<file path="src/inc/spi_defines.svh">
// Register offsets, field positions and reset values of the serial engine
`ifndef SPI_DEFINES_SVH
`define SPI_DEFINES_SVH

// Byte addresses on the register bus
`define SPI_ADDR_CLKDIV 8'h00
`define SPI_ADDR_CONFIG 8'h04
`define SPI_ADDR_COMMAND 8'h08
`define SPI_ADDR_STATUS 8'h0C
`define SPI_ADDR_TXDATA 8'h10
`define SPI_ADDR_RXDATA 8'h14

// Reset values
`define SPI_RST_CLKDIV 16'h0001
`define SPI_RST_CONFIG 32'h0000_0000
`define SPI_RST_SELECTS 3'b111

// Half period is divider plus one system clocks; a divider of zero counts as one
`define SPI_DIV_MIN 16'h0001

// Per-select configuration byte, select n at bits 8n+7..8n; loopback is word bit 24
`define SPI_CFG_CPOL 0
`define SPI_CFG_CPHA 1
`define SPI_CFG_CSPOL 2
`define SPI_CFG_DELAY 3
`define SPI_CFG_LOOP 24

// Command word fields
`define SPI_CMD_FRAME 0
`define SPI_CMD_SEL 16
`define SPI_CMD_LEN 18

// Status word fields
`define SPI_STAT_BUSY 0
`define SPI_STAT_TXRDY 1
`define SPI_STAT_RXVLD 2
`define SPI_STAT_LEFT 16

`endif

</file>
<file path="src/inc/spi_pkg.sv">
// Types of the serial master engine
package spi_pkg;

  typedef enum logic [2:0] {
    ST_IDLE,
    ST_LEAD,
    ST_LOAD,
    ST_SHIFT,
    ST_STORE,
    ST_TAIL
  } eng_state_t;

  typedef struct packed {
    eng_state_t state;
    logic [15:0] divider;
    logic [31:0] cfgWord;
    logic [1:0] sel;
    logic [4:0] charLen;
    logic [11:0] framesLeft;
    logic [15:0] halfCnt;
    logic phase;
    logic [5:0] bitsLeft;
    logic [2:0] leadLeft;
    logic [31:0] txShift;
    logic [31:0] rxShift;
    logic mosi;
    logic sclk;
    logic [2:0] cs;
    logic inSync1;
    logic inSync2;
    logic ack;
    logic [31:0] rdData;
  } engine_t;

endpackage

</file>
<file path="src/inc/stream_if.sv">
// Valid/ready word stream between the engine and its buffers
`timescale 1ns/1ps
interface stream_if #(parameter int WIDTH = 32);
  logic valid;
  logic ready;
  logic [WIDTH-1:0] data;
  modport src(output valid, output data, input ready);
  modport snk(input valid, input data, output ready);
endinterface

</file>
<file path="src/pair_buffer.sv">
// Small valid/ready buffer, two entries by default
`timescale 1ns/1ps
module pair_buffer #(
  parameter int WIDTH = 32,
  parameter int DEPTH = 2
) (
  // Clock and reset
  input wire logic clk,
  input wire logic sys_rst,
  // Streams
  stream_if.snk fill,
  stream_if.src drain
);
  localparam int PW = (DEPTH > 1) ? $clog2(DEPTH) : 1;
  localparam int CW = $clog2(DEPTH + 1);

  typedef struct packed {
    logic [DEPTH-1:0][WIDTH-1:0] mem;
    logic [PW-1:0] rdPtr;
    logic [PW-1:0] wrPtr;
    logic [CW-1:0] count;
  } buf_t;

  buf_t s;
  buf_t next_s;
  logic push;
  logic pop;

  assign fill.ready = (s.count != CW'(DEPTH));
  assign drain.valid = (s.count != '0);
  assign drain.data = s.mem[s.rdPtr];
  assign push = fill.valid && fill.ready;
  assign pop = drain.valid && drain.ready;

  always_comb begin
    next_s = s;
    if (push) begin
      next_s.mem[s.wrPtr] = fill.data;
      next_s.wrPtr = (s.wrPtr == PW'(DEPTH - 1)) ? '0 : s.wrPtr + 1'b1;
    end
    if (pop) begin
      next_s.rdPtr = (s.rdPtr == PW'(DEPTH - 1)) ? '0 : s.rdPtr + 1'b1;
    end
    if (push && !pop) begin
      next_s.count = s.count + 1'b1;
    end else if (pop && !push) begin
      next_s.count = s.count - 1'b1;
    end
  end

  always_ff @(posedge clk or posedge sys_rst) begin
    if (sys_rst) begin
      s <= '0;
    end else begin
      s <= next_s;
    end
  end
endmodule

</file>
<file path="src/spi_master_mode_engine.sv">
// Serial master engine with classic Wishbone registers
`timescale 1ns/1ps
`include "spi_defines.svh"

// Notes on behaviour
// - Each character is one to thirty-two bits, exactly that many shift.
// - Each select line has its own active level, held for the frame.
// - Polarity zero with phase zero gives mode 0.
// - Polarity zero with phase one gives mode 1.
// - Mode 0 samples on the rising edge and drives after the falling.
// - Mode 1 samples on the falling edge and drives after the rising.
// - Mode 2 samples on the falling edge and drives after the rising.
// - Mode 3 samples on the rising edge and drives after the falling.
// - Zero to three serial clocks pass from select active to data.
// - The serial clock period is never below four system clocks.
// - Master only, driving clock and selects, for three slaves.
// - A frame holds one to 4096 characters under one selection.
// - Loopback feeds transmitted data back into the receive path.
module spi_master_mode_engine (
  // Clock and reset
  input wire logic clk,
  input wire logic sys_rst,
  // Wishbone slave
  input wire logic wb_cyc_i,
  input wire logic wb_stb_i,
  input wire logic wb_we_i,
  input wire logic [7:0] wb_adr_i,
  input wire logic [3:0] wb_sel_i,
  input wire logic [31:0] wb_dat_i,
  output logic [31:0] wb_dat_o,
  output logic wb_ack_o,
  // Serial pins
  output logic serialClock,
  output logic [2:0] periphSelectLine,
  output logic serialDataOut,
  input wire logic serialDataIn
);

  spi_pkg::engine_t s;
  spi_pkg::engine_t next_s;

  stream_if #(.WIDTH(32)) txFill();
  stream_if #(.WIDTH(32)) txDrain();
  stream_if #(.WIDTH(32)) rxFill();
  stream_if #(.WIDTH(32)) rxDrain();

  logic req;
  logic busRead;
  logic busWrite;
  logic [31:0] wmask;
  logic [7:0] cfg;
  logic [7:0] newCfg;
  logic [1:0] cmdSel;
  logic [15:0] div;
  logic halfDone;
  logic dataIn;
  logic [31:0] loaded;

  //////////////////////////////////////////////////////////////////////////
  // Buffers in the data path

  pair_buffer #(
    .WIDTH(32),
    .DEPTH(2)
  ) txBuffer (
    .clk(clk),
    .sys_rst(sys_rst),
    .fill(txFill.snk),
    .drain(txDrain.src)
  );

  pair_buffer #(
    .WIDTH(32),
    .DEPTH(2)
  ) rxBuffer (
    .clk(clk),
    .sys_rst(sys_rst),
    .fill(rxFill.snk),
    .drain(rxDrain.src)
  );

  //////////////////////////////////////////////////////////////////////////
  // Bus strobes and stream handshakes

  assign req = wb_cyc_i && wb_stb_i && !s.ack;
  assign busRead = req && !wb_we_i;
  assign busWrite = req && wb_we_i;
  assign wmask = {{8{wb_sel_i[3]}}, {8{wb_sel_i[2]}},
                  {8{wb_sel_i[1]}}, {8{wb_sel_i[0]}}};

  // Writes to a full transmit buffer are dropped; software polls ready
  assign txFill.valid = busWrite && (wb_adr_i == `SPI_ADDR_TXDATA);
  assign txFill.data = wb_dat_i;
  assign txDrain.ready = (s.state == spi_pkg::ST_LOAD);
  // Engine stalls in the store state until the receive buffer has room
  assign rxFill.valid = (s.state == spi_pkg::ST_STORE);
  assign rxFill.data = s.rxShift & (32'hFFFF_FFFF >> (~s.charLen));
  assign rxDrain.ready = busRead && (wb_adr_i == `SPI_ADDR_RXDATA);

  //////////////////////////////////////////////////////////////////////////
  // Per-select settings and timing

  assign cfg = s.cfgWord[{s.sel, 3'b000} +: 8];
  assign cmdSel = wb_dat_i[`SPI_CMD_SEL +: 2];
  assign newCfg = s.cfgWord[{cmdSel, 3'b000} +: 8];
  assign div = (s.divider < `SPI_DIV_MIN) ? `SPI_DIV_MIN : s.divider;
  assign halfDone = (s.halfCnt == 16'h0000);
  assign dataIn = s.cfgWord[`SPI_CFG_LOOP] ? s.mosi : s.inSync2;
  assign loaded = txDrain.data << (~s.charLen);

  //////////////////////////////////////////////////////////////////////////
  // Next state

  always_comb begin
    next_s = s;
    next_s.ack = 1'b0;
    next_s.inSync1 = serialDataIn;
    next_s.inSync2 = s.inSync1;

    // Register access, one wait state
    if (req) begin
      next_s.ack = 1'b1;
      next_s.rdData = 32'h0000_0000;
      case (wb_adr_i)
        `SPI_ADDR_CLKDIV: begin
          if (wb_we_i) begin
            next_s.divider = (s.divider & ~wmask[15:0]) |
                             (wb_dat_i[15:0] & wmask[15:0]);
          end else begin
            next_s.rdData = {16'h0000, s.divider};
          end
        end
        `SPI_ADDR_CONFIG: begin
          if (wb_we_i) begin
            next_s.cfgWord = (s.cfgWord & ~wmask) | (wb_dat_i & wmask);
          end else begin
            next_s.rdData = s.cfgWord;
          end
        end
        `SPI_ADDR_COMMAND: begin
          if (!wb_we_i) begin
            next_s.rdData = {9'h000, s.charLen, s.sel, 4'h0, s.framesLeft};
          end
        end
        `SPI_ADDR_STATUS: begin
          if (!wb_we_i) begin
            next_s.rdData[`SPI_STAT_BUSY] = (s.state != spi_pkg::ST_IDLE);
            next_s.rdData[`SPI_STAT_TXRDY] = txFill.ready;
            next_s.rdData[`SPI_STAT_RXVLD] = rxDrain.valid;
            next_s.rdData[`SPI_STAT_LEFT +: 12] = s.framesLeft;
          end
        end
        `SPI_ADDR_RXDATA: begin
          if (!wb_we_i && rxDrain.valid) begin
            next_s.rdData = rxDrain.data;
          end
        end
        default: begin
          next_s.rdData = 32'h0000_0000;
        end
      endcase
    end

    // Serial engine
    case (s.state)
      spi_pkg::ST_IDLE: begin
        next_s.sclk = cfg[`SPI_CFG_CPOL];
        // Select code three names no slave and is ignored
        if (busWrite && (wb_adr_i == `SPI_ADDR_COMMAND) &&
            (cmdSel != 2'd3)) begin
          next_s.sel = cmdSel;
          next_s.charLen = wb_dat_i[`SPI_CMD_LEN +: 5];
          next_s.framesLeft = wb_dat_i[`SPI_CMD_FRAME +: 12];
          next_s.halfCnt = div;
          next_s.leadLeft = {newCfg[`SPI_CFG_DELAY +: 2], 1'b0};
          next_s.sclk = newCfg[`SPI_CFG_CPOL];
          next_s.state = spi_pkg::ST_LEAD;
        end
      end
      spi_pkg::ST_LEAD: begin
        if (s.leadLeft == 3'd0) begin
          next_s.state = spi_pkg::ST_LOAD;
        end else if (halfDone) begin
          next_s.leadLeft = s.leadLeft - 3'd1;
          next_s.halfCnt = div;
        end else begin
          next_s.halfCnt = s.halfCnt - 16'h0001;
        end
      end
      spi_pkg::ST_LOAD: begin
        if (txDrain.valid) begin
          next_s.txShift = loaded;
          if (!cfg[`SPI_CFG_CPHA]) begin
            next_s.mosi = loaded[31];
          end
          next_s.bitsLeft = {1'b0, s.charLen} + 6'd1;
          next_s.halfCnt = div;
          next_s.phase = 1'b0;
          next_s.state = spi_pkg::ST_SHIFT;
        end
      end
      spi_pkg::ST_SHIFT: begin
        if (!halfDone) begin
          next_s.halfCnt = s.halfCnt - 16'h0001;
        end else begin
          next_s.halfCnt = div;
          if (!s.phase) begin
            // Leading edge: rising for polarity zero, falling for one
            next_s.phase = 1'b1;
            next_s.sclk = ~cfg[`SPI_CFG_CPOL];
            if (!cfg[`SPI_CFG_CPHA]) begin
              next_s.rxShift = {s.rxShift[30:0], dataIn};
            end else begin
              next_s.mosi = s.txShift[31];
            end
          end else begin
            // Trailing edge back to idle level
            next_s.phase = 1'b0;
            next_s.sclk = cfg[`SPI_CFG_CPOL];
            if (cfg[`SPI_CFG_CPHA]) begin
              next_s.rxShift = {s.rxShift[30:0], dataIn};
            end
            next_s.txShift = {s.txShift[30:0], 1'b0};
            next_s.bitsLeft = s.bitsLeft - 6'd1;
            if (s.bitsLeft == 6'd1) begin
              next_s.state = spi_pkg::ST_STORE;
            end else if (!cfg[`SPI_CFG_CPHA]) begin
              next_s.mosi = s.txShift[30];
            end
          end
        end
      end
      spi_pkg::ST_STORE: begin
        if (rxFill.ready) begin
          if (s.framesLeft == 12'h000) begin
            next_s.halfCnt = div;
            next_s.state = spi_pkg::ST_TAIL;
          end else begin
            next_s.framesLeft = s.framesLeft - 12'h001;
            next_s.state = spi_pkg::ST_LOAD;
          end
        end
      end
      spi_pkg::ST_TAIL: begin
        // Half a clock of select hold after the last edge
        if (halfDone) begin
          next_s.state = spi_pkg::ST_IDLE;
        end else begin
          next_s.halfCnt = s.halfCnt - 16'h0001;
        end
      end
      default: begin
        next_s.state = spi_pkg::ST_IDLE;
      end
    endcase

    // Select lines at their own polarity
    for (int i = 0; i < 3; i++) begin
      if ((next_s.state != spi_pkg::ST_IDLE) && (next_s.sel == 2'(i))) begin
        next_s.cs[i] = next_s.cfgWord[i * 8 + `SPI_CFG_CSPOL];
      end else begin
        next_s.cs[i] = ~next_s.cfgWord[i * 8 + `SPI_CFG_CSPOL];
      end
    end
  end

  //////////////////////////////////////////////////////////////////////////
  // State register

  always_ff @(posedge clk or posedge sys_rst) begin
    if (sys_rst) begin
      s <= '0;
      s.state <= spi_pkg::ST_IDLE;
      s.divider <= `SPI_RST_CLKDIV;
      s.cfgWord <= `SPI_RST_CONFIG;
      s.cs <= `SPI_RST_SELECTS;
    end else begin
      s <= next_s;
    end
  end

  //////////////////////////////////////////////////////////////////////////
  // Outputs

  assign wb_ack_o = s.ack;
  assign wb_dat_o = s.rdData;
  assign serialClock = s.sclk;
  assign periphSelectLine = s.cs;
  assign serialDataOut = s.mosi;

endmodule

</file>
<file path="config.mk">
export PLATFORM = sky130hd
export DESIGN_NAME = spi_master_mode_engine
export DESIGN_NICKNAME = d
export VERILOG_FILES = /design/src/inc/spi_pkg.sv /design/src/inc/stream_if.sv /design/src/pair_buffer.sv /design/src/spi_master_mode_engine.sv
export VERILOG_INCLUDE_DIRS = /design/src /design/src/inc
export SDC_FILE = /design/constraint.sdc
export NUM_CORES = 1
export LEC_CHECK = 0
export BUFFER_PORTS_ARGS = -buffer_cell sky130_fd_sc_hd__buf_4
export CORE_ASPECT_RATIO = 1.25
export CORE_UTILIZATION = 40
export CTS_BUF_LIST = sky130_fd_sc_hd__clkbuf_8
export CTS_CLUSTER_DIAMETER = 200
export DETAILED_ROUTE_END_ITERATION = 12
export SLEW_MARGIN = 20
export SYNTH_ARGS = -nofsm -noshare
export SYNTH_HDL_FRONTEND = slang
export SYNTH_HIERARCHICAL = 1
export SYNTH_SLANG_ARGS = --single-unit
</file>
<file path="constraint.sdc">
create_clock -name clk -period 6.6 [get_ports clk]
set_clock_uncertainty 0.1 [all_clocks]
set_input_delay 0.33 -clock clk [delete_from_list [all_inputs] [get_ports clk]]
set_output_delay 0.33 -clock clk [all_outputs]
set_load 0.005 [all_outputs]
</file>
==> reports/results.tsv <==
stage	metric	value	unit
outcome	status	complete, but fails checks	
outcome	violated checks	design-rule violations	
run	Max Cap Violations	0	
timing	maximum clock rate	0.282	GHz
timing	final setup TNS	0	ps
critical_path	Crit Reg-Reg Startpoint	wb_ack_o	
detailed_routing	DR WL/cell	23.9	um
timing	RSZ-0062 raised after global routing	no	
critical_path	Critical R2R Capture	txBuffer/s[24]	
timing	Final Setup Violations	0	
die	initial cell density of the core	0.405	
final_layout	Finished Cell Area	20400	um^2
die	Die Y	241	um
timing	pins over their slew limit	0	
synthesis	Netlist cell types	95	
detailed_routing	Detail Route Antenna Nets	0	
power_and_ir_drop	Pwr per Cell Area	198	nW/um^2
clock_tree	post-CTS setup buffer count	0	
critical_path	CP max-delay cell	nand3b_2	
synthesis	Area contributors post-synth	dfrtp_1 (46%), mux2_2 (14%), mux2_4 (4.9%)	
critical_path	CP Max Fanout	33	
synthesis	synthesized area per cell	11.6	um^2
hold_path	HP Class	in2reg	
placement	placed instance area	18900	um^2
clock_tree	clock slew at reported path FFs	60	ps
placement	port bufs	87	
critical_path	worst reg-to-reg path cell count	8	
clock_tree	CTS max path bufs	3	
detailed_routing	total wire length	54.0	mm
global_route	gr usage total	0.239	
critical_path	worst path required time	7000	ps
timing	hold slack	114	ps
synthesis	top_reg_cell synth	dfrtp_1	
clock_tree	Post-CTS Resized	0	
timing	final-report hold violation count	0	
critical_path	Crit. End Element	flip-flop	
critical_path	kind of critical path	reg2reg	
die	die area	46500	um^2
critical_path	crit path buf inv count	2	
detailed_routing	1st-pass router iterations	10	
synthesis	net count of the mapped netlist	1639	
power_and_ir_drop	Peak VDD IR	0.000159	V
synthesis	Yosys top cell by area	dfrtp_1	
timing	actual slew at the worst max-slew pin	1050	ps
timing	worst setup margin	3060	ps
die	Die Wd	193	um
placement	Final Wtd Congestion	0.922	
die	# IOs	88	
synthesis	most common cell in the synthesized netlist	dfrtp_1	
clock_tree	total clock sinks	336	
critical_path	FF-to-FF setup slack	3060	ps
timing	slew margin rel.	0.298	
clock_tree	Num CTS Buffers	54	
power_and_ir_drop	Lkg Pwr	9.83	nW
hold_path	min-delay src	wb_adr_i[4]	
synthesis	Post-synth EDFFs	0	
synthesis	top-area cell type share of the netlist area	0.455	
global_route	largest net degree at the start of global routing	139	
hold_path	hold endpoint	rxBuffer/s[3]	
synthesis	sequential-to-total area share from yosys stat	0.461	
critical_path	Largest delay share family, worst path	simple AND/OR/NAND/NOR gates	
detailed_routing	Initial DRC Count	1289	
die	Placement Rows	87	
clock_tree	TritonCTS clock tree	built	
timing	Final Cycle Share	0.537	
critical_path	Arrival @ worst endpoint	3940	ps
clock_tree	worst-skew pair later-pin latency	630	ps
detailed_routing	Vias/cell	5.90	
final_layout	share of post-route cells with drive strength above 1	0.328	
final_layout	final-stage net count	1703	
global_route	global-route wire length before repair	82.8	mm
clock_tree	H-tree depth	2	
critical_path	CP Launch Type	flip-flop	
synthesis	Synth warnings	6	
hold_path	hold path depth	5	
die	area of the core	45100	um^2
synthesis	Async S/R FF share, synth	1.00	
detailed_routing	DRC	12	
timing	minimum clock period	3540	ps
global_route	GRT overflow	0	
placement	DP Worst Slack	3080	ps
critical_path	slowest stage delay, CP	800	ps
final_layout	Area Overhead vs Synth	11.8	%
critical_path	crit path cell chain	nand3b_1 > buf_4 > inv_1 > and2_1 > nand2_1 > nor3_1 > nand3b_2 > mux2_2	
synthesis	Post-Syn Instances	1575	
clock_tree	root buf cell	clkbuf_8	
final_layout	Layout Utilization	0.453	
clock_tree	Hold Buf Count CTS	34	
global_route	initial antenna violation count	2	
synthesis	Post-synth top cells	dfrtp_1 (332), mux2_2 (226), nand2_1 (116)	
synthesis	Cell Area, Synth	18200	um^2
global_route	vias in the first global route	13600	
synthesis	Seq cells post-synth	336	
placement	Final HPWL DP	38.6	mm
detailed_routing	vias	13400	
==> cells in the final DEF, fill, tap and decap left out, types with 8 or more instances in the layout <==
| cell type | n |
|---|---|
| o21ai_1 | 8 |
| o21ai_0 | 78 |
| ha_1 | 14 |
| a21oi_1 | 80 |
| nor4_1 | 9 |
| mux4_2 | 27 |
| xnor2_1 | 9 |
| nand3_1 | 8 |
| nand2_1 | 116 |
| mux2_4 | 60 |
| clkbuf_8 | 66 |
| dfrtp_1 | 331 |
| nor3_1 | 24 |
| a22oi_1 | 10 |
| nor2_1 | 111 |
| buf_4 | 105 |
| a21boi_0 | 9 |
| and3_1 | 11 |
| mux2_2 | 226 |
| inv_1 | 41 |
| a31oi_1 | 12 |
| or2_2 | 8 |
| a21o_1 | 18 |
| dlygate4sd3_1 | 34 |
| a221oi_1 | 21 |
| a222oi_1 | 26 |
| mux2i_1 | 32 |
==> kinds of logic after synthesis <==
family,share of synthesized area
AO/OA/AOI/OAI,0.128
XOR/XNOR,0.00768
adder cells (fa/ha/maj),0.00960
buffers and inverters,0.0513
flip-flops,0.461
multiplexers,0.240
AND/OR/NAND/NOR,0.102
==> worst max-delay path by stage <==
stage	start	endpoint	slack [ps]	cells after the start
floorplan	sys_rst	asynchronous set/reset pin	720	1
global placement	wb_ack_o	txBuffer/s[26]	3130	8
detailed placement	wb_ack_o	txBuffer/s[18]	3080	8
CTS	wb_ack_o	txBuffer/s[18]	3090	8
global route	wb_ack_o	txBuffer/s[18]	2860	8
finish	wb_ack_o	txBuffer/s[24]	3060	8
==> final cells by class <==
class	count	area, um^2
antenna	1	2.50
clock buffer	66	908
clock inverter	33	183
fill	4293	24700
inverter	27	109
multi-input combinational	1080	8900
sequential	336	8410
tap	578	723
timing repair buffer	140	1160
==> metal layers <==
metal	global-route usage	up-vias	part of all wire
met5	0	-	0.00024
met1	0.301	6836	0.40
met4	0.117	2	0.050
met2	0.399	452	0.49
li1	-	5939	-
met3	0.0352	121	0.051
==> report_power, final <==
| group | switching (W) | internal, W |
|---|---|---|
| Sequential | 0.00000768 | 0.00207 |
| Clock | 0.000858 | 0.000946 |
| Combinational | 0.000102 | 0.0000603 |
==> through the flow <==
step,total power [W],std cells
2_1_floorplan,0.00218,1575
5_1_grt,0.00421,2261
3_3_place_gp,0.00226,2126
3_5_place_dp,0.00226,2126
6_report,0.00404,2261
4_1_cts,0.00410,2259
==> worst reg2reg max path, cell delays in order, from the launching register on <==
cell and delay (ps):
dfrtp_1 380, nand3b_1 150, buf_4 240, inv_1 400, and2_1 240, nand2_1 80, nor3_1 470, nand3b_2 800
mux2_2 570
Note: power is estimated with default switching activity, not from simulation.
